$ cat src/slfm_params.svh
// constants for the supply-loss and fail-mode controller
// assumes a single 25 MHz clock; included by bare name
`ifndef SLFM_PARAMS_SVH
`define SLFM_PARAMS_SVH
`define SLFM_CLK_MHZ         25
`define SLFM_DGL_US          200
`define SLFM_DGL_CYC         ((`SLFM_DGL_US * `SLFM_CLK_MHZ))
`define SLFM_NUM_CH          5
`define SLFM_NUM_IN          4
`define SLFM_STAT7_LIMP_BIT  0
`define SLFM_STAT7_SPI_FAILURE_FLAG_BIT  1
`define SLFM_FAULT_W         8
`define SLFM_CNT_W           13
`endif

$ cat src/slfm_pkg.sv
// types for the supply-loss and fail-mode controller
// assumes slfm_params.svh is compiled alongside
package slfm_pkg;
    // operating modes of the device core
    typedef enum logic [1:0] {
        SLFM_POWER_OFF,
        SLFM_SLEEP,
        SLFM_NORMAL,
        SLFM_FAIL
    } slfm_mode_t;
    // supply and ground presence, one bit each
    typedef struct packed {
        logic bat_ok;
        logic vcc_ok;
        logic gnd_ok;
    } slfm_supply_t;
    // spi communication fault causes
    typedef struct packed {
        logic wd_toggle_err;
        logic wd_timeout;
        logic len_err;
    } slfm_spi_err_t;
endpackage
$ cat src/slfm_ctrl.sv
// supply-loss and fail-mode control of a multi-channel high-side switch
// assumes synchronous inputs on i_mclk; supplies come as comparator levels
// Functional notes
// [RULE1] clock pin reports wake while reset low
// [RULE2] awake and reset low: drive pin high
// [RULE3] sleep or reset-woken: pin stays input
// [RULE4] functional only when wake asserted
// [RULE5] both supplies lost: outputs off, clear all
// [RULE6] battery lost, logic present: keep registers
// [RULE7] battery lost: channels off, external follows spi
// [RULE8] battery lost: no wake report on pin
// [RULE9] logic supply lost: treat as watchdog timeout
// [RULE10] no logic supply: no register readback
// [RULE11] ground lost: channels off, external pulled up
// [RULE12] normal mode: channels from pwm
// [RULE13] report eight fault classes over spi
// [RULE14] fail-mode request high enters fail mode
// [RULE15] fail mode: channels follow direct inputs
// [RULE16] direct control only in fail mode
// [RULE17] request level readable in status seven
// [RULE18] undriven request reads low
// [RULE19] spi communication error enters fail mode
// [RULE20] request and inputs deglitched 200 us
// [RULE21] request low, no fault: normal mode
`timescale 1ns/1ps
`include "slfm_params.svh"
module slfm_ctrl #(
    parameter int NUM_CH  = `SLFM_NUM_CH,
    parameter int NUM_IN  = `SLFM_NUM_IN,
    parameter int DGL_CYC = `SLFM_DGL_CYC
) (
    input  wire logic                          i_mclk,
    input  wire logic                          i_rst_n,
    input  wire logic                          i_wake,
    input  wire logic                          i_reset_input_low_n,
    input  wire logic                          i_woken_by_reset,
    input  wire slfm_pkg::slfm_supply_t        i_supply,
    input  wire logic                          i_fail_req,
    input  wire logic [NUM_IN-1:0]             i_direct_channel_inputs,
    input  wire logic [NUM_CH-1:0]             i_pwm_ch,
    input  wire logic                          i_spi_ext_cfg,
    input  wire slfm_pkg::slfm_spi_err_t       i_spi_err,
    input  wire logic [`SLFM_FAULT_W-1:0]      i_fault_evt,
    input  wire logic                          i_fault_clr,
    input  wire logic                          i_clk_pin_in,
    output logic                               o_clk_pin_out,
    output logic                               o_clk_pin_oe_n,
    output logic                               o_clk_pin_sample,
    output logic [NUM_CH-1:0]                  o_power_channel_outputs,
    output logic                               o_external_switch_drive,
    output logic                               o_ext_drive_pullup,
    output slfm_pkg::slfm_mode_t               o_mode,
    output logic [`SLFM_FAULT_W-1:0]           o_fault_flags,
    output logic [7:0]                         o_stat7,
    output logic                               o_readback_en
);
    // counter compare width, wide enough for the 200 us count
    localparam logic [`SLFM_CNT_W-1:0] DGL_LIM = `SLFM_CNT_W'(DGL_CYC - 1);

    slfm_pkg::slfm_mode_t mode_ff;            // current operating mode
    slfm_pkg::slfm_mode_t nxt_mode;           // next mode
    logic                 req_dgl_ff;         // deglitched fail request
    logic [`SLFM_CNT_W-1:0] req_cnt_ff;       // request deglitch counter
    logic [NUM_IN-1:0]    in_dgl_ff;          // deglitched direct inputs
    logic [`SLFM_CNT_W-1:0] in_cnt_ff [NUM_IN]; // per-input counters
    logic                 spi_failure_flag_ff;            // latched spi failure flag
    logic [`SLFM_FAULT_W-1:0] fault_ff;       // sticky fault records
    logic                 ext_cfg_ff;         // held external drive config
    logic                 spi_fault;          // any spi communication fault
    logic                 por_clear;          // both supplies gone

    // symmetric deglitch step; returns new counter value
    function automatic logic [`SLFM_CNT_W-1:0] dgl_step(
        input logic                     raw,
        input logic                     cur,
        input logic [`SLFM_CNT_W-1:0]   cnt
    );
        dgl_step = (raw == cur) ? '0 : cnt + `SLFM_CNT_W'(1);
    endfunction

    assign por_clear = !i_supply.bat_ok && !i_supply.vcc_ok;  // [RULE5]
    // vcc loss counts as watchdog timeout since spi is dead
    assign spi_fault = i_spi_err.wd_toggle_err || i_spi_err.wd_timeout
                    || i_spi_err.len_err || !i_supply.vcc_ok;   // [RULE9] [RULE19]

    // request deglitcher; undriven pin arrives low via external pull-down
    always_ff @(posedge i_mclk or negedge i_rst_n)
    begin
        if (!i_rst_n)
        begin
            req_cnt_ff <= '0;
            req_dgl_ff <= 1'b0;                 // [RULE18]
        end
        else if (req_cnt_ff == DGL_LIM)
        begin
            req_cnt_ff <= '0;
            req_dgl_ff <= i_fail_req;           // [RULE20]
        end
        else
        begin
            req_cnt_ff <= dgl_step(i_fail_req, req_dgl_ff, req_cnt_ff);
        end
    end

    // direct input deglitchers, one process so each vector has one driver
    always_ff @(posedge i_mclk or negedge i_rst_n)
    begin
        if (!i_rst_n)
        begin
            in_dgl_ff <= '0;
            for (int k = 0; k < NUM_IN; k++)
                in_cnt_ff[k] <= '0;
        end
        else
        begin
            for (int k = 0; k < NUM_IN; k++)
            begin
                if (in_cnt_ff[k] == DGL_LIM)
                begin
                    in_cnt_ff[k] <= '0;
                    in_dgl_ff[k] <= i_direct_channel_inputs[k];  // [RULE20]
                end
                else
                    in_cnt_ff[k] <= dgl_step(i_direct_channel_inputs[k], in_dgl_ff[k],
                                             in_cnt_ff[k]);
            end
        end
    end

    // mode selection; loss of both supplies beats wake, fail beats normal
    always_comb
    begin
        if (por_clear)
            nxt_mode = slfm_pkg::SLFM_POWER_OFF;               // [RULE5]
        else if (!i_wake)
            nxt_mode = slfm_pkg::SLFM_SLEEP;                   // [RULE4]
        else if (req_dgl_ff || spi_fault)
            nxt_mode = slfm_pkg::SLFM_FAIL;                    // [RULE14] [RULE19]
        else
            nxt_mode = slfm_pkg::SLFM_NORMAL;                  // [RULE21]
    end

    always_ff @(posedge i_mclk or negedge i_rst_n)
    begin
        if (!i_rst_n)
            mode_ff <= slfm_pkg::SLFM_POWER_OFF;
        else
            mode_ff <= nxt_mode;
    end

    // spi failure flag: held in fail mode, cleared on fail-to-normal
    always_ff @(posedge i_mclk or negedge i_rst_n)
    begin
        if (!i_rst_n)
            spi_failure_flag_ff <= 1'b0;
        else if (por_clear)
            spi_failure_flag_ff <= 1'b0;                                   // [RULE5]
        else if (spi_fault)
            spi_failure_flag_ff <= 1'b1;                                   // set wins over the fail-to-normal clear
        else if (mode_ff == slfm_pkg::SLFM_FAIL && nxt_mode == slfm_pkg::SLFM_NORMAL)
            spi_failure_flag_ff <= 1'b0;
    end

    // sticky fault records; battery loss alone keeps them
    always_ff @(posedge i_mclk or negedge i_rst_n)
    begin
        if (!i_rst_n)
            fault_ff <= '0;
        else if (por_clear)
            fault_ff <= '0;                                    // [RULE5]
        else
            fault_ff <= i_fault_evt | (i_fault_clr ? '0 : fault_ff);  // [RULE6] [RULE13]
    end

    // external drive config kept through battery loss
    always_ff @(posedge i_mclk or negedge i_rst_n)
    begin
        if (!i_rst_n)
            ext_cfg_ff <= 1'b0;
        else if (por_clear)
            ext_cfg_ff <= 1'b0;
        else
            ext_cfg_ff <= i_spi_ext_cfg;                       // [RULE6]
    end

    // channel outputs: fail uses direct inputs, normal uses pwm
    always_ff @(posedge i_mclk or negedge i_rst_n)
    begin
        if (!i_rst_n)
            o_power_channel_outputs <= '0;
        else if (!i_supply.bat_ok || !i_supply.gnd_ok || por_clear)
            o_power_channel_outputs <= '0;                     // [RULE7] [RULE11]
        else
        begin
            case (nxt_mode)
                slfm_pkg::SLFM_NORMAL:
                    o_power_channel_outputs <= i_pwm_ch;       // [RULE12]
                slfm_pkg::SLFM_FAIL:
                    // channels without a direct input stay off
                    o_power_channel_outputs <= NUM_CH'(in_dgl_ff);  // [RULE15] [RULE16]
                default:
                    o_power_channel_outputs <= '0;
            endcase
        end
    end

    // external drive: normal mode only, follows held spi config
    always_ff @(posedge i_mclk or negedge i_rst_n)
    begin
        if (!i_rst_n)
        begin
            o_external_switch_drive <= 1'b0;
            o_ext_drive_pullup      <= 1'b0;
        end
        else
        begin
            o_ext_drive_pullup      <= !i_supply.gnd_ok;       // [RULE11]
            o_external_switch_drive <= i_supply.gnd_ok && i_supply.vcc_ok
                && nxt_mode == slfm_pkg::SLFM_NORMAL && ext_cfg_ff;  // [RULE7]
        end
    end

    // wake report on clock pin while reset input low
    always_ff @(posedge i_mclk or negedge i_rst_n)
    begin
        if (!i_rst_n)
        begin
            o_clk_pin_out  <= 1'b0;
            o_clk_pin_oe_n <= 1'b1;
        end
        else if (!i_reset_input_low_n && i_wake && !i_woken_by_reset
                 && i_supply.bat_ok && i_supply.vcc_ok)
        begin
            o_clk_pin_out  <= 1'b1;                            // [RULE1] [RULE2] [RULE8]
            o_clk_pin_oe_n <= 1'b0;
        end
        else
        begin
            o_clk_pin_out  <= 1'b0;                            // [RULE3]
            o_clk_pin_oe_n <= 1'b1;
        end
    end

    // pass clock input onward only when not driving it
    always_ff @(posedge i_mclk or negedge i_rst_n)
    begin
        if (!i_rst_n)
            o_clk_pin_sample <= 1'b0;
        else
            o_clk_pin_sample <= o_clk_pin_oe_n ? i_clk_pin_in : 1'b0;
    end

    // status seven and readback gate
    always_ff @(posedge i_mclk or negedge i_rst_n)
    begin
        if (!i_rst_n)
        begin
            o_stat7       <= '0;
            o_readback_en <= 1'b0;
        end
        else
        begin
            o_stat7 <= '0;
            o_stat7[`SLFM_STAT7_LIMP_BIT] <= i_fail_req;       // [RULE17]
            o_stat7[`SLFM_STAT7_SPI_FAILURE_FLAG_BIT] <= spi_failure_flag_ff;
            o_readback_en <= i_supply.vcc_ok;                  // [RULE10]
        end
    end

    assign o_mode        = mode_ff;
    assign o_fault_flags = fault_ff;

    // checks
    property p_fail_on_req;
        @(posedge i_mclk) disable iff (!i_rst_n)
        (req_dgl_ff && i_wake && !por_clear) |=> (mode_ff == slfm_pkg::SLFM_FAIL);
    endproperty
    a_fail_on_req: assert property (p_fail_on_req) else $error("no fail on request"); // [RULE14]

    property p_bat_loss_off;
        @(posedge i_mclk) disable iff (!i_rst_n)
        !i_supply.bat_ok |=> (o_power_channel_outputs == '0);
    endproperty
    a_bat_loss_off: assert property (p_bat_loss_off) else $error("channels on at bat loss"); // [RULE7]

    property p_gnd_loss;
        @(posedge i_mclk) disable iff (!i_rst_n)
        !i_supply.gnd_ok |=> o_ext_drive_pullup && o_power_channel_outputs == '0;
    endproperty
    a_gnd_loss: assert property (p_gnd_loss) else $error("gnd loss wrong"); // [RULE11]

    property p_por_clear;
        @(posedge i_mclk) disable iff (!i_rst_n)
        por_clear |=> fault_ff == '0 && !spi_failure_flag_ff && mode_ff == slfm_pkg::SLFM_POWER_OFF;
    endproperty
    a_por_clear: assert property (p_por_clear) else $error("power off not cleared"); // [RULE5]

    property p_no_wake_bat;
        @(posedge i_mclk) disable iff (!i_rst_n)
        !i_supply.bat_ok |=> o_clk_pin_oe_n;
    endproperty
    a_no_wake_bat: assert property (p_no_wake_bat) else $error("wake shown at bat loss"); // [RULE8]

    property p_wake_drive;
        @(posedge i_mclk) disable iff (!i_rst_n)
        !o_clk_pin_oe_n |-> o_clk_pin_out && !$past(i_reset_input_low_n) && $past(i_wake);
    endproperty
    a_wake_drive: assert property (p_wake_drive) else $error("pin driven low"); // [RULE2]

    property p_vcc_fail;
        @(posedge i_mclk) disable iff (!i_rst_n)
        (!i_supply.vcc_ok && i_supply.bat_ok && i_wake) |=> mode_ff == slfm_pkg::SLFM_FAIL;
    endproperty
    a_vcc_fail: assert property (p_vcc_fail) else $error("vcc loss not fail"); // [RULE9]

    property p_readback;
        @(posedge i_mclk) disable iff (!i_rst_n)
        !i_supply.vcc_ok |=> !o_readback_en;
    endproperty
    a_readback: assert property (p_readback) else $error("readback without vcc"); // [RULE10]

    property p_direct;
        @(posedge i_mclk) disable iff (!i_rst_n)
        (nxt_mode == slfm_pkg::SLFM_FAIL && i_supply.bat_ok && i_supply.gnd_ok)
        |=> o_power_channel_outputs == NUM_CH'($past(in_dgl_ff));
    endproperty
    a_direct: assert property (p_direct) else $error("fail outputs wrong"); // [RULE15]

    property p_stat7;
        @(posedge i_mclk) disable iff (!i_rst_n)
        1'b1 |=> o_stat7[`SLFM_STAT7_LIMP_BIT] == $past(i_fail_req);
    endproperty
    a_stat7: assert property (p_stat7) else $error("status bit wrong"); // [RULE17]
endmodule

$ cat config.mk
export PLATFORM = sky130hd
export DESIGN_NAME = slfm_ctrl
export DESIGN_NICKNAME = d
export VERILOG_FILES = /design/src/slfm_pkg.sv /design/src/slfm_ctrl.sv
export VERILOG_INCLUDE_DIRS = /design/src
export SDC_FILE = /design/constraint.sdc
export NUM_CORES = 1
export LEC_CHECK = 0
export BUFFER_PORTS_ARGS = -buffer_cell sky130_fd_sc_hd__buf_4
export CAP_MARGIN = 20
export CELL_PAD_IN_SITES_DETAIL_PLACEMENT = 1
export CELL_PAD_IN_SITES_GLOBAL_PLACEMENT = 1
export CORE_MARGIN = 8
export CORE_UTILIZATION = 40
export CTS_BUF_LIST = sky130_fd_sc_hd__clkbuf_8
export CTS_CLUSTER_SIZE = 14
export DETAILED_ROUTE_END_ITERATION = 12
export PLACE_DENSITY_LB_ADDON = 0.08
export SETUP_SLACK_MARGIN = 0.5
export SYNTH_ARGS = -nofsm -noshare
export SYNTH_HDL_FRONTEND = slang
export SYNTH_SLANG_ARGS = --single-unit
$ cat constraint.sdc
create_clock -name i_mclk -period 2.92 [get_ports i_mclk]
set_clock_uncertainty 0.05 [all_clocks]
set_input_delay 0.146 -clock i_mclk [delete_from_list [all_inputs] [get_ports i_mclk]]
set_output_delay 0.146 -clock i_mclk [all_outputs]
set_load 0.01 [all_outputs]
Word-level counts from Yosys, hierarchy flattened --
Index checks and enable logic that the tools add are counted.
Word-level totals: register bits 95, input bits 32, output and inout bits 29, word-level logic and storage cells 86
Operators by class: $add $sub $neg 5, equal/unequal tests 13, multiplexer cells 24, bitwise operators 1, reduce and logical (&&, ||, !) cells 21
Operator list (count):
- 13-bit two-way mux | 10
- 13-bit by 1-bit adder with 13-bit output (second input constant) | 5
- 13-bit == test (second input constant) | 5
- 8-bit two-way mux | 2
- 5-bit one-hot mux with 2 select lines | 1
- 1-bit logical AND | 9
- 1-bit two-way mux | 8
- 8-bit OR | 1
- 2-bit == test (second input constant) | 3
- 1-bit logical OR | 6
- 1-bit == test | 5
- 1-bit logical NOT | 5
- 5-bit two-way mux | 1
- 2-bit two-way mux | 2
- 3-bit nonzero test | 1

Depth between registers and ports, before layout --
Gate-level depths: netlist (run 1).
depth after elaboration 12, gate-level depth with buffers 6, depth with buffers taken out 5

Least setup slack after synthesis (run 1) --
OpenSTA, ideal clock, no wires.
kind register to register, from register in_cnt_ff[16] in the netlist's numbering, to register in_dgl_ff[2], setup time 0.125 ns, arrival 1.517 ns, data required time 2.745 ns, slack 1.228 ns, stages on the path, launching flop included 4, buffers on the path 0, clock period less this slack 1.692 ns, path through dfrtp_1 -> or4b_1 -> nor4_2 -> mux2_2
On the way: longest elaborated chain between the ends 1
Ends and longest elaborated chain:
- start, declared | RTL line slfm_ctrl.sv:65 | logic [`SLFM_CNT_W-1:0] in_cnt_ff [NUM_IN];
- start signal, assigned by index | RTL line slfm_ctrl.sv:124 | in_cnt_ff[k] <= dgl_step(i_direct_channel_inputs[k], in_dgl_ff[k],
- 13-bit == test | RTL line slfm_ctrl.sv:118 | if (in_cnt_ff[k] == DGL_LIM)
- end signal, assigned by index | RTL line slfm_ctrl.sv:121 | in_dgl_ff[k] <= i_direct_channel_inputs[k];
- end, declared | RTL line slfm_ctrl.sv:64 | logic [NUM_IN-1:0] in_dgl_ff;
No other way between the ends. A chain may end at the register's enable or synchronous reset.

Worst setup path after layout (run 1) --
from input port i_supply[1] in the netlist's numbering, to register spi_failure_flag_ff
On the way: longest elaborated chain between the ends 9, elaborated cells between the ends (all ways) 12, classes of those cells 1 x eq/ne; 5 x mux; 6 x reduce/logical
Ends and longest elaborated chain:
- start, declared | RTL line slfm_ctrl.sv:37 | input wire slfm_pkg::slfm_supply_t i_supply,
- 1-bit logical NOT * | RTL line slfm_ctrl.sv:81, slfm_ctrl.sv:84
- 1-bit logical OR | RTL line slfm_ctrl.sv:84 | || i_spi_err.len_err || !i_supply.vcc_ok;
- 1-bit logical OR | RTL line slfm_ctrl.sv:137 | else if (req_dgl_ff || spi_fault)
- 1-bit two-way mux | RTL line slfm_ctrl.sv:137
- 2-bit two-way mux | RTL line slfm_ctrl.sv:135 | else if (!i_wake)
- 2-bit two-way mux | RTL line slfm_ctrl.sv:133 | if (por_clear)
- 2-bit == test | RTL line slfm_ctrl.sv:160 | else if (mode_ff == slfm_pkg::SLFM_FAIL && nxt_mode == slfm_pkg::SLFM_NORMAL)
- 1-bit logical AND | RTL line slfm_ctrl.sv:160
- 3-bit nonzero test (no line)
- end signal, assigned | RTL line slfm_ctrl.sv:157 | spi_failure_flag_ff <= 1'b0;
- end signal, assigned | RTL line slfm_ctrl.sv:159 | spi_failure_flag_ff <= 1'b1;
- end signal, assigned | RTL line slfm_ctrl.sv:161 | spi_failure_flag_ff <= 1'b0;
- end, declared | RTL line slfm_ctrl.sv:66 | logic spi_failure_flag_ff;
Every way passes the cells marked *; elsewhere a longest branch is shown, timed or not.

==> run summary, run 1 <==
The run finished with clean final reports. The count of buffers added on input and output ports is 54. The number of top-level pins is 61. The floorplan step defined a die boundary enclosing 0.01437 mm^2. The filler cells instantiated in the layout total 1219. The tools report the number of nets in the final layout as 532. In this run, synthesis inferred 0 flip-flops with an integrated enable.

Yosys mapped the design onto 29 distinct sky130hd cell types. In the final layout, the share of cells above drive strength 1 is 17.00%. For the overflow left after global routing, the log shows 0. The DRC violation total after the first TritonRoute iteration is 187. The tools report the total inserted antenna cells as 0. The tools report the cell at the root of the clock tree as sky130_fd_sc_hd__clkbuf_8. The synthesized flop and latch total was 95; the synthesized cell area was 0.004315 mm^2. The initialized floorplan defines 38 standard-cell rows.

The post-synthesis instance total is 412, and the largest net degree at the start of global routing is 52. The count of yosys warnings during synthesis is 0, and the via count of the first global-routing pass is 3350. For this run, asynchronously set or reset flops after synthesis account for 100.0%. The routed layout has 3123 vias.

Along the worst path, the maximum fanout reaches 12. Prior to clock tree synthesis, the placed netlist has a worst setup slack of 0.9411 ns. The logs give 0 for the count of nets left with antenna violations after detail routing and 0.1810 mV for the maximum vdd drop. The horizontal die dimension is 119.9 um. The run gives 0 as the number of max-slew violations in the final report. Of the post-synthesis cell area, the dominant cell type holds 54.51%. The worst min-delay path class is input port to flop. After detailed routing, the number of vias per cell comes to 4.880. Counting instances, the worst hold path has a depth of 2.

Once routing completed, OpenROAD measured the worst setup slack at 0.8448 ns. The logs give 4 for the number of iterations in the first detailed-routing pass and 0 for the number of gates resized after CTS. The clock sink total was 95; the placeable core region was 0.01070 mm^2. Across the run, the number of max-cap violations was 0.

A synthesized cell averages 10.47 um^2. Die height: 119.9 um. The type of element capturing the critical path was a flop.

Among all flip-flop cells after synthesis, the most frequent one is sky130_fd_sc_hd__dfrtp_1. The worst path uses 71.07% of the clock period. In the final layout, the multi-input gates occupy 0.001798 mm^2. The detailed-placement wirelength estimate is 7.007 mm. For this design the ratio of total power to cell area is 458.1 mW/mm^2.

In the final routed layout, each cell accounts on average for 15.50 um. Summed over all failing endpoints, the final setup total negative slack is 0 ns. The delay contributed by the slowest stage of the critical path was 0.57 ns. The layout overhead on the synthesized area is 21.80%, and the cell count of the worst reg-to-reg path is 4. After synthesis, the cell types taking the most area are sky130_fd_sc_hd__dfrtp_1 (55%), sky130_fd_sc_hd__xnor2_1 (8.1%), sky130_fd_sc_hd__nor2_1 (7.3%), sky130_fd_sc_hd__xor2_1 (4.1%), sky130_fd_sc_hd__nand3_1 (3.4%). Counting I/O delays and the setup requirement, the final critical path takes 2.075 ns.

TritonCTS built the clock tree. The data required time at the worst endpoint came out at 3.12 ns. Of all cell types, the one taking the most synthesized area is sky130_fd_sc_hd__dfrtp_1. For this run, design rule violations remaining after detail routing come to 0.

The kind of cell with the highest combined delay along the critical path is simple AND/OR/NAND/NOR gates. The relative max-transition margin is 55.32%, and the flip-flop and latch area is 0.002379 mm^2. For the setup-violating endpoint count in the final report, the log shows 0.

Setup repair after global routing left no endpoint under its margin. The logs give 49.13% for the end-of-flow core utilization and 0.7368 for the last weighted congestion value of the routability-driven placer. The final layout contains routed wiring with a total length of 9.920 mm. After clock tree synthesis, the clock-pin slew on the worst setup and hold paths is 0.09 ns. Type of the setup path with the least slack: input port to flop. In this run, CTS created clock tree buffers numbering 9. The analysis attributes to cell leakage a power of 0.002292 uW. The first global-routing pass estimated 16.83 mm of wire. The type of origin of the critical path is an input port. CTS built an H-tree with a depth of 3.

In this run the post-CTS setup repair buffer count came out at 0. Summing the sequential cell areas from Yosys gives 55.12% of the chip area. Counting buffers and inverters, the worst setup path is 6 cells deep. In the global route stage, overall resource usage came out at 14.58%. The logs give 0.4819 GHz for the achievable clock frequency and 40.34% for the initial standard-cell utilization of the core. Walking the worst path, the cells encountered are dlygate4sd3_1 -> buf_4 -> or4b_1 -> nor3b_2 -> a31oi_1 -> o21a_1. The run gives 0 as the initial antenna violation count. For the hold-fix buffer count after cts, the log shows 25. In this run the deepest clock path goes through 2 buffers. The hold violation count in the final report is 0. The worst-path cell with the longest stage delay was sky130_fd_sc_hd__nor3b_2.

The slew at the pin with the worst max-slew slack was 0.6678 ns; the sum of buffers and inverters on the critical path was 2. The clock reaches the later pin of the worst-skew pair after 0.36 ns. Data on the critical path arrives at its endpoint at 2.28 ns.
-- per-stage QoR --
step           instances  hold slack, ns  cell area [um^2]  power [uW]
3_5_place_dp         599          0.1450              4830        1621
4_1_cts              640         0.04810              5256        2452
2_1_floorplan        417         -0.1996              4334        1506
5_1_grt              640         0.05847              5256        2525
3_3_place_gp         599          0.1454              4830        1614
6_report             640         0.06824              5256        2408
-- cells by family after synthesis --
group                    synth area share, %
adder cells (fa/ha/maj)                1.450
AND/OR/NAND/NOR                        24.50
multiplexers                           1.305
other                                0.08690
buffers and inverters                  3.653
XOR/XNOR                               12.18
AO/OA/AOI/OAI                          1.711
flip-flops                             55.12
-- worst register-to-register path, stage by stage (launching register included) --
cell                      delay [ns]
sky130_fd_sc_hd__dfrtp_1        0.44
sky130_fd_sc_hd__or4b_1         0.55
sky130_fd_sc_hd__nor4_2         0.32
sky130_fd_sc_hd__or2_2          0.34
sky130_fd_sc_hd__nor2_1         0.09
-- path summary, 6_finish.rpt --
check                                    start                    endpoint  slack (ns)
max                                i_supply[1]         spi_failure_flag_ff        0.84
min                                i_supply[2]  o_power_channel_outputs[4]        0.07
max reg2reg                      req_cnt_ff[3]              req_cnt_ff[11]        1.01
min reg2reg                spi_failure_flag_ff                  o_stat7[1]        0.34
max in group asynchronous              i_rst_n               in_cnt_ff[33]        1.86
min in group asynchronous              i_rst_n                in_cnt_ff[3]        0.28
-- synthesized netlist by cell type, types with 2 or more instances --
cell type and instances:
sky130_fd_sc_hd__xnor2_1 40, sky130_fd_sc_hd__ha_1 5, sky130_fd_sc_hd__dfrtp_1 94, sky130_fd_sc_hd__mux2_2 5, sky130_fd_sc_hd__nor3_1 14, sky130_fd_sc_hd__xor2_1 20
sky130_fd_sc_hd__and3_1 10, sky130_fd_sc_hd__nand4_1 13, sky130_fd_sc_hd__buf_4 7, sky130_fd_sc_hd__nor4_2 4, sky130_fd_sc_hd__nand3b_1 4, sky130_fd_sc_hd__or2_2 5
sky130_fd_sc_hd__and2_1 4, sky130_fd_sc_hd__and4_1 4, sky130_fd_sc_hd__nand3_1 29, sky130_fd_sc_hd__nor4_1 5, sky130_fd_sc_hd__clkbuf_1 2, sky130_fd_sc_hd__nand2_1 18
sky130_fd_sc_hd__buf_6 4, sky130_fd_sc_hd__inv_1 14, sky130_fd_sc_hd__nor2_1 84, sky130_fd_sc_hd__or4b_1 9, sky130_fd_sc_hd__a21oi_1 12
-- area by class of cell --
type,instances,share of cell area [%]
sequential,95,45.25
inverter,14,0.9998
clock buffer,11,2.880
timing repair buffer,80,12.85
multi-input combinational,295,34.21
clock inverter,5,0.4761
tap,140,3.333
-- per-layer routing --
metal / track usage [%] / up-vias / wire [um]
met5: 0 / - / 0
met4: 7.338 / 0 / 278
met3: 2.489 / 17 / 235
met2: 24.17 / 49 / 4926
met1: 18.04 / 1517 / 4479
li1: - / 1540 / -
-- cell usage in the layout, fill, tap and decap left out, types with 2 or more instances in the layout --
| master | netlist | final |
|---|---|---|
| sky130_fd_sc_hd__nor2_1 | 84 | 84 |
| sky130_fd_sc_hd__nand4_1 | 13 | 13 |
| sky130_fd_sc_hd__dfrtp_1 | 94 | 94 |
| sky130_fd_sc_hd__a21oi_1 | 12 | 12 |
| sky130_fd_sc_hd__nand3_1 | 29 | 29 |
| sky130_fd_sc_hd__buf_4 | 7 | 54 |
| sky130_fd_sc_hd__nor4_2 | 4 | 4 |
| sky130_fd_sc_hd__nand2_1 | 18 | 18 |
| sky130_fd_sc_hd__mux2_2 | 5 | 5 |
| sky130_fd_sc_hd__dlygate4sd3_1 | 0 | 25 |
| sky130_fd_sc_hd__inv_1 | 14 | 16 |
| sky130_fd_sc_hd__nand3b_1 | 4 | 4 |
| sky130_fd_sc_hd__and4_1 | 4 | 4 |
| sky130_fd_sc_hd__clkbuf_8 | 0 | 11 |
| sky130_fd_sc_hd__and3_1 | 10 | 10 |
| sky130_fd_sc_hd__and2_1 | 4 | 4 |
| sky130_fd_sc_hd__nor4_1 | 5 | 5 |
| sky130_fd_sc_hd__nor3_1 | 14 | 14 |
| sky130_fd_sc_hd__xnor2_1 | 40 | 40 |
| sky130_fd_sc_hd__clkinv_2 | 0 | 2 |
| sky130_fd_sc_hd__ha_1 | 5 | 5 |
| sky130_fd_sc_hd__or4b_1 | 9 | 9 |
| sky130_fd_sc_hd__conb_1 | 1 | 6 |
| sky130_fd_sc_hd__xor2_1 | 20 | 20 |
| sky130_fd_sc_hd__or2_2 | 5 | 5 |
-- flip-flops by register name, indices dropped and copies added, names as in the netlist --
signal                   count
in_cnt_ff                   52
req_cnt_ff                  13
o_fault_flags                8
o_power_channel_outputs      5
in_dgl_ff                    4
o_mode                       2
o_stat7                      2
ext_cfg_ff                   1
o_clk_pin_oe_n               1
o_clk_pin_out                1
o_clk_pin_sample             1
o_ext_drive_pullup           1
o_external_switch_drive      1
o_readback_en                1
req_dgl_ff                   1
spi_failure_flag_ff          1
-- where the power goes --
part | internal, uW | switching (uW)
Sequential | 1350 | 39.8
Clock | 348 | 444
Combinational | 107 | 116
Total | 1810 | 600
(Power assumes the default switching activity.)
==> run 2: changes to the inputs <==
- clock period: 2.92 -> 2.15 ns (I/O delays scaled with it)
==> run 2 against run 1 <==
  * Sequential power rose by 36%
  * Worst setup slack worse by 0.49 ns
  * Register-to-register slack got worse by 0.65 ns
  * Highest routed layer unchanged
  * Critical endpoint is now req_cnt_ff[6]
==> run summary, run 2 (synthesis results as in run 1) <==
The aggregate routed wire length came out at 11.38 mm. Final critical-path share of the clock period: 83.29%. After floorplanning, the core was sized to cover 0.01070 mm^2.

Hold is met by 0.05683 ns. Global-route wire length before repair: 18.62 mm. The hold violation count in the final report was 0.

The cell at the root of the clock tree was sky130_fd_sc_hd__clkbuf_8. Relative to the synthesized area, the layout overhead comes to 33.26%. The highest fanout seen on the critical path works out to 7. Worst-path cell with the longest stage delay: sky130_fd_sc_hd__or4b_4. After detailed routing, the average wire length per cell comes to 17.04 um.

Of the cells placed in the final design, the portion with a size suffix greater than 1 is 31.82%. Traced cell by cell, the critical path runs through or4b_4 -> nor4_4 -> or2_4 -> nor2_2. The die is 119.9 um wide. Worst min-delay path class: input port to flop. The number of antenna diodes in the final layout is 0. The final total negative setup slack is 0 ns, and the number of nets in the final layout is 561. For the initial standard-cell utilization of the core, the log shows 40.34%.

The sum of buffers and inverters on the critical path works out to 0. The total overflow left after global routing is 0. Headroom to the max-slew limit came out at 56.42%.

The tools report the final routed DRC violation total as 0. The clock sink total came out at 95. Setup repair after global routing could not meet its margin everywhere.

In this run the remaining antenna-violating nets after routing total 0. Max-cap violations in this run came to 0. The logs give 0 for the initial antenna violation count and 3 for the level count of the clock H-tree.

The gate family responsible for the most delay along the worst path is simple AND/OR/NAND/NOR gates. Type of the setup path with the least slack: flop to flop. Data on the critical path arrives at its endpoint at 2.01 ns. The clock transition at the register clock pins on the worst setup and hold paths after CTS was 0.08 ns; the count of standard-cell rows was 38.

Leaving out fill and tap cells, the most frequent cell in the layout is sky130_fd_sc_hd__dfrtp_1. Setup slack on the critical path of the routed design comes to 0.3592 ns. The tools report the via count of the first global-routing pass as 3603.

The tools report the end-of-flow core utilization as 53.75%. At the pin with the least slew margin, the transition time is 0.6513 ns. The analysis attributes to cell leakage a power of 0.002497 uW. Entering global routing, the biggest net connects 44 pins. Input and output buffers added on the ports amount to 54.

Detailed placement finished with a half-perimeter wire length of 7.176 mm. For the number of max-slew violations in the final report, the log shows 0. Power spread over the standard cell area amounts to 612.5 mW/mm^2. In this run, CTS created clock tree buffers numbering 9. STA classifies the critical path endpoint as a flop.

The die covers 0.01437 mm^2. DRC violation total after the first TritonRoute iteration: 106. TritonCTS built the clock tree. For the finished layout, the period the worst path requires is 1.791 ns.

OpenSTA, run right after detailed placement, puts the worst setup slack at 0.2601 ns. The run finished with clean final reports. The die height is 119.9 um. The worst setup path is launched from a flop.

Clock insertion delay at the later pin of the skew report: 0.37 ns. No sink is reached through more buffers than the 2 on the longest clock path. Across every metal layer, demand over resource in global routing totals 16.34%.

The register with the most flip-flops in the layout has 52 of them. The logs give 2.37 ns for the data required time at the worst endpoint and 0.5584 GHz for the achievable clock frequency. Using the TritonRoute via totals, the vias-per-cell ratio works out to 5.030.

Setup violations remaining at the end of the flow were counted as 0. Counting flops per register, the top entry is in_cnt_ff. The logs give 61 for the number of top-level pins and 0.7571 for the last weighted congestion value of the routability-driven placer. VDD sags by at most 0.4343 mV.

For this run, the slowest stage of the critical path takes 0.56 ns. The library cells used most frequently in the layout, excluding fill and tap cells, are sky130_fd_sc_hd__dfrtp_1 (90), sky130_fd_sc_hd__buf_4 (77), sky130_fd_sc_hd__nor2_1 (47). The routed layout has 3360 vias. Number of iterations in the first detailed-routing pass: 4.

The reg-to-reg setup timing slack was 0.36 ns.
run 2: per-layer routing:
metal  GRT usage [%]  vias to the layer above  share of wire [%]
li1                -                     1605                  -
met1           19.24                     1689                 43
met2           27.52                       46                 51
met3           3.946                       20                3.4
met4           7.884                        0                2.4
met5               0                        -                  0
run 2: final cells by class:
cell class,instances,area (um^2)
clock buffers,13,178.9
clock inverters,2,37.54
fillers,1172,4947
inverters,14,52.55
multi-input cells,299,2044
flip-flops and latches,95,2384
well taps,140,175.2
repair buffers,105,878.3
run 2: repair_timing:
| item | CTS | global route |
|---|---|---|
| gates cloned | 1 | 3 |
| endpoints found under the setup margin | 68 | 70 |
| gates resized for setup | 24 | 49 |
| endpoints found under the hold margin | 66 | 0 |
| hold buffers | 26 | 0 |
| pin swaps | 10 | 48 |
| setup buffers | 16 | 6 |
run 2: path summary, 6_finish.rpt:
| check | start | end | cells after the start |
|---|---|---|---|
| worst max-delay path | req_cnt_ff[4] | req_cnt_ff[6] | 4 |
| worst min-delay path | i_supply[1] | spi_failure_flag_ff | 3 |
| worst max register to register | req_cnt_ff[4] | req_cnt_ff[6] | 4 |
| worst min register to register | spi_failure_flag_ff | o_stat7[1] | 0 |
| max in group asynchronous | i_rst_n | in_cnt_ff[34] | 3 |
| min in group asynchronous | i_rst_n | in_cnt_ff[9] | 2 |
run 2: metrics by stage:
step	total power [uW]	instances	instance area [um^2]
3_5_place_dp	2205	601	4857
6_report	3522	668	5751
5_1_grt	3681	668	5751
4_1_cts	3555	659	5557
3_3_place_gp	2197	601	4857
2_1_floorplan	2046	417	4334
run 2: power breakdown:
part / total (uW) / leakage [uW] / switching (uW) / internal (uW)
sequential: 1890 / 0.00126 / 55.9 / 1840
combinational: 356 / 0.00113 / 184 / 171
clock: 1270 / 0.000108 / 613 / 659
run 2: worst reg2reg max path: stages, from the launching register on:
cell,delay [ns]
sky130_fd_sc_hd__dfrtp_1,0.42
sky130_fd_sc_hd__or4b_4,0.56
sky130_fd_sc_hd__nor4_4,0.32
sky130_fd_sc_hd__or2_4,0.28
sky130_fd_sc_hd__nor2_2,0.05
==> run 3: changes to the inputs <==
- clock period: 2.15 -> 1.7 ns (I/O delays scaled with it)
==> run 3 against run 2 <==
  * Routed wire length grew 12%
  * Design area is 11% higher
  * Non-clock buffer count is 46 higher
  * The flow now finishes with violations (negative setup slack)
  * Largest cell class unchanged
  * Total power up 35%
  * Clock power increased by 41%
  * Via count up 6.8%
  * Critical path type unchanged
==> run summary, run 3 (synthesis results as in run 1) <==
The worst hold path terminates at spi_failure_flag_ff. The hold violation count in the final report is 0, and the sum of buffers and inverters on the critical path is 0. Of the cells placed in the final design, the portion with a size suffix greater than 1 is 41.04%. In the layout the commonest cells are sky130_fd_sc_hd__buf_4 (115), sky130_fd_sc_hd__dfrtp_1 (87), sky130_fd_sc_hd__nor2_1 (41). The tightest min-delay check is of the input port to flop type. The run gives 0 as the initial antenna violation count.

The number of antenna diodes in the final layout is 0. Number of non-filler instances in the completed layout: 715. The tools report the launch point of the worst path as in_cnt_ff[16]. The run gives -0.04897 ns as the smallest setup slack after layout. The analysis attributes to cell leakage a power of 0.002794 uW. The via total after detailed routing came out at 3588.

For the last weighted congestion value of the routability-driven placer, the log shows 0.8217. During placement, the flow inserted port buffers numbering 54. After layout, the worst path uses 102.9% of the clock period. The shortest period the worst path allows works out to 1.749 ns.

TritonCTS built the clock tree. Data arrival time of the worst path: 1.95 ns. Leaving out fill and tap cells, the most frequent cell in the layout is sky130_fd_sc_hd__buf_4.

Cell area after layout: 0.006366 mm^2. The DRC violation total after the first TritonRoute iteration is 162. More flip-flops sit in one register than any other, and that register is in_cnt_ff. Clock sink total: 95. In this design, the largest share of critical-path delay is due to simple AND/OR/NAND/NOR gates. The level count of the clock H-tree came out at 3. CTS placed an instance of sky130_fd_sc_hd__clkbuf_8 at the clock tree root. VDD sags by at most 0.3762 mV.

The run finished, with violations left. In this run the worst path has a maximum fanout of 3. The slew at the pin with the worst max-slew slack is 0.6842 ns. The worst hold path begins at i_spi_err[1]. The worst register-to-register path has a depth of 3. Setup repair after global routing could not meet its margin everywhere. The signal on the critical path passes through or4b_4 -> nor4_4 -> mux2_4. The completed layout was analyzed and its total power is 4770 uW.

The power density normalized to cell area is 749.4 mW/mm^2, and the clock insertion delay at the later pin of the skew report is 0.37 ns. The tools report the data required time at the worst endpoint as 1.90 ns. The checks that failed: negative setup slack. Setup total negative slack on the finished layout was measured at -0.7854 ns. The number of top-level pins came out at 61.

For this run, the top clock speed supported by timing is 0.5718 GHz. The final layout contains routed wiring with a total length of 12.72 mm. The number of max-slew violations in the final report came out at 0. Compared with the post-synthesis result, the final layout area differs by 47.52%. The net count of the finished layout is 608.

For this run, the slowest stage of the critical path takes 0.53 ns. The setup-violating endpoint count in the final report is 39, and the area of placed instances is 0.005164 mm^2. In the routed layout, each cell is associated on average with a via count of 5.018. For the global-route wire length before repair, the log shows 20.24 mm.

The die covers 0.01437 mm^2. The flip-flop and latch area is 0.002387 mm^2, and the clock transition at the register clock pins on the worst setup and hold paths after CTS is 0.10 ns. Counting instances, the worst hold path has a depth of 3. The reg-to-reg endpoint was in_dgl_ff[2].

The average wire per cell in the routed design was 17.79 um; the global-route total usage across every layer was 17.46%. The number of buffers created by CTS was 9. For this configuration, the core starts out at a cell density of 40.34%. The type of the setup path with the least slack was flop to flop. The final routed DRC violation total was 0; the detailed-placement wirelength estimate was 7.619 mm. The worst register-to-register path has a setup slack of -0.05 ns.

The largest net degree at the start of global routing was 48. Flip-flop count of the largest register, all copies and words added: 52. In this run the core area contains 38 standard-cell rows. In this run the vertical extent of the chip is 119.9 um. In this run the standard cell core region covers 0.01070 mm^2.

The first detailed-routing pass took 4 iterations. The number of placed instances, taps included came out at 640. The slowest stage of the critical path belongs to the cell sky130_fd_sc_hd__or4b_4. The run gives 0 as the count of nets left with antenna violations after detail routing. Counting along the longest clock path gives a buffer depth of 2. Summed over all layers, the global routing overflow is 0. The die is 119.9 um wide. The run gives 3970 as the via count of the first global-routing pass. The startpoint of the most critical register-to-register path is in_cnt_ff[16].

The max capacitance violation total was 0. The run gives 1138 as the number of fill cells in the layout. The worst setup path is captured at a flop. The worst setup path is launched from a flop.

Summing all multi-input logic gate instances after layout gives 0.002266 mm^2. At the end of the flow the core is filled with cells to 59.51%. The relative max-transition margin came out at 54.22%.
-- run 3: worst max path at each step --
stage | endpoint | slack (ns) | cells past startpoint
after floorplan | in_dgl_ff[0] | 0.02 | 3
after global placement | in_cnt_ff[33] | -0.06 | 4
after detailed placement | in_cnt_ff[16] | -0.14 | 4
after CTS | in_dgl_ff[1] | -0.04 | 3
after global routing | in_dgl_ff[2] | -0.10 | 3
final | in_dgl_ff[2] | -0.05 | 3
-- run 3: routing by layer --
layer  routed length [um]  vias up  part of all wire, %  track usage (%)
li1                     -     1692                    -                -
met3                  320       17                  2.5            3.194
met2                 6662       49                   52            30.39
met4                  255        0                  2.0            5.699
met1                 5483     1830                   43            21.41
met5                    0        -                    0                0
-- run 3: cell type report --
type / instances / area share [%]
Tap cell: 140 / 2.752
Timing Repair Buffer: 151 / 19.65
Multi-Input combinational cell: 300 / 35.59
Inverter: 14 / 0.8255
Sequential cell: 95 / 37.50
Clock inverter: 6 / 1.730
Clock buffer: 9 / 1.946
-- run 3: timing repair --
action | CTS | global route
setup buffers | 14 | 12
setup endpoints to repair | 76 | 77
cloned | 6 | 0
resized for setup | 57 | 61
endpoints found under the hold margin | 101 | 0
hold buffers | 28 | 0
pin swaps | 51 | 29
-- run 3: per-stage QoR --
step / hold WS (ns) / worst slack [ns]
after detailed placement: -0.003262 / -0.1432
after global routing: 0.01924 / -0.1044
after global placement: 0.0009492 / -0.05667
final: 0.02260 / -0.04897
after CTS: 0.01646 / -0.04192
after floorplan: -0.2606 / 0.02061
-- run 3: power by group --
| part | internal [uW] | switching (uW) |
|---|---|---|
| clock network | 970 | 824 |
| logic | 291 | 303 |
| registers | 2330 | 56.3 |
-- run 3: worst reg2reg max path, stage by stage, from the launching register on --
cell and delay [ns]:
sky130_fd_sc_hd__dfrtp_1 0.41, sky130_fd_sc_hd__or4b_4 0.53, sky130_fd_sc_hd__nor4_4 0.33, sky130_fd_sc_hd__mux2_4 0.33
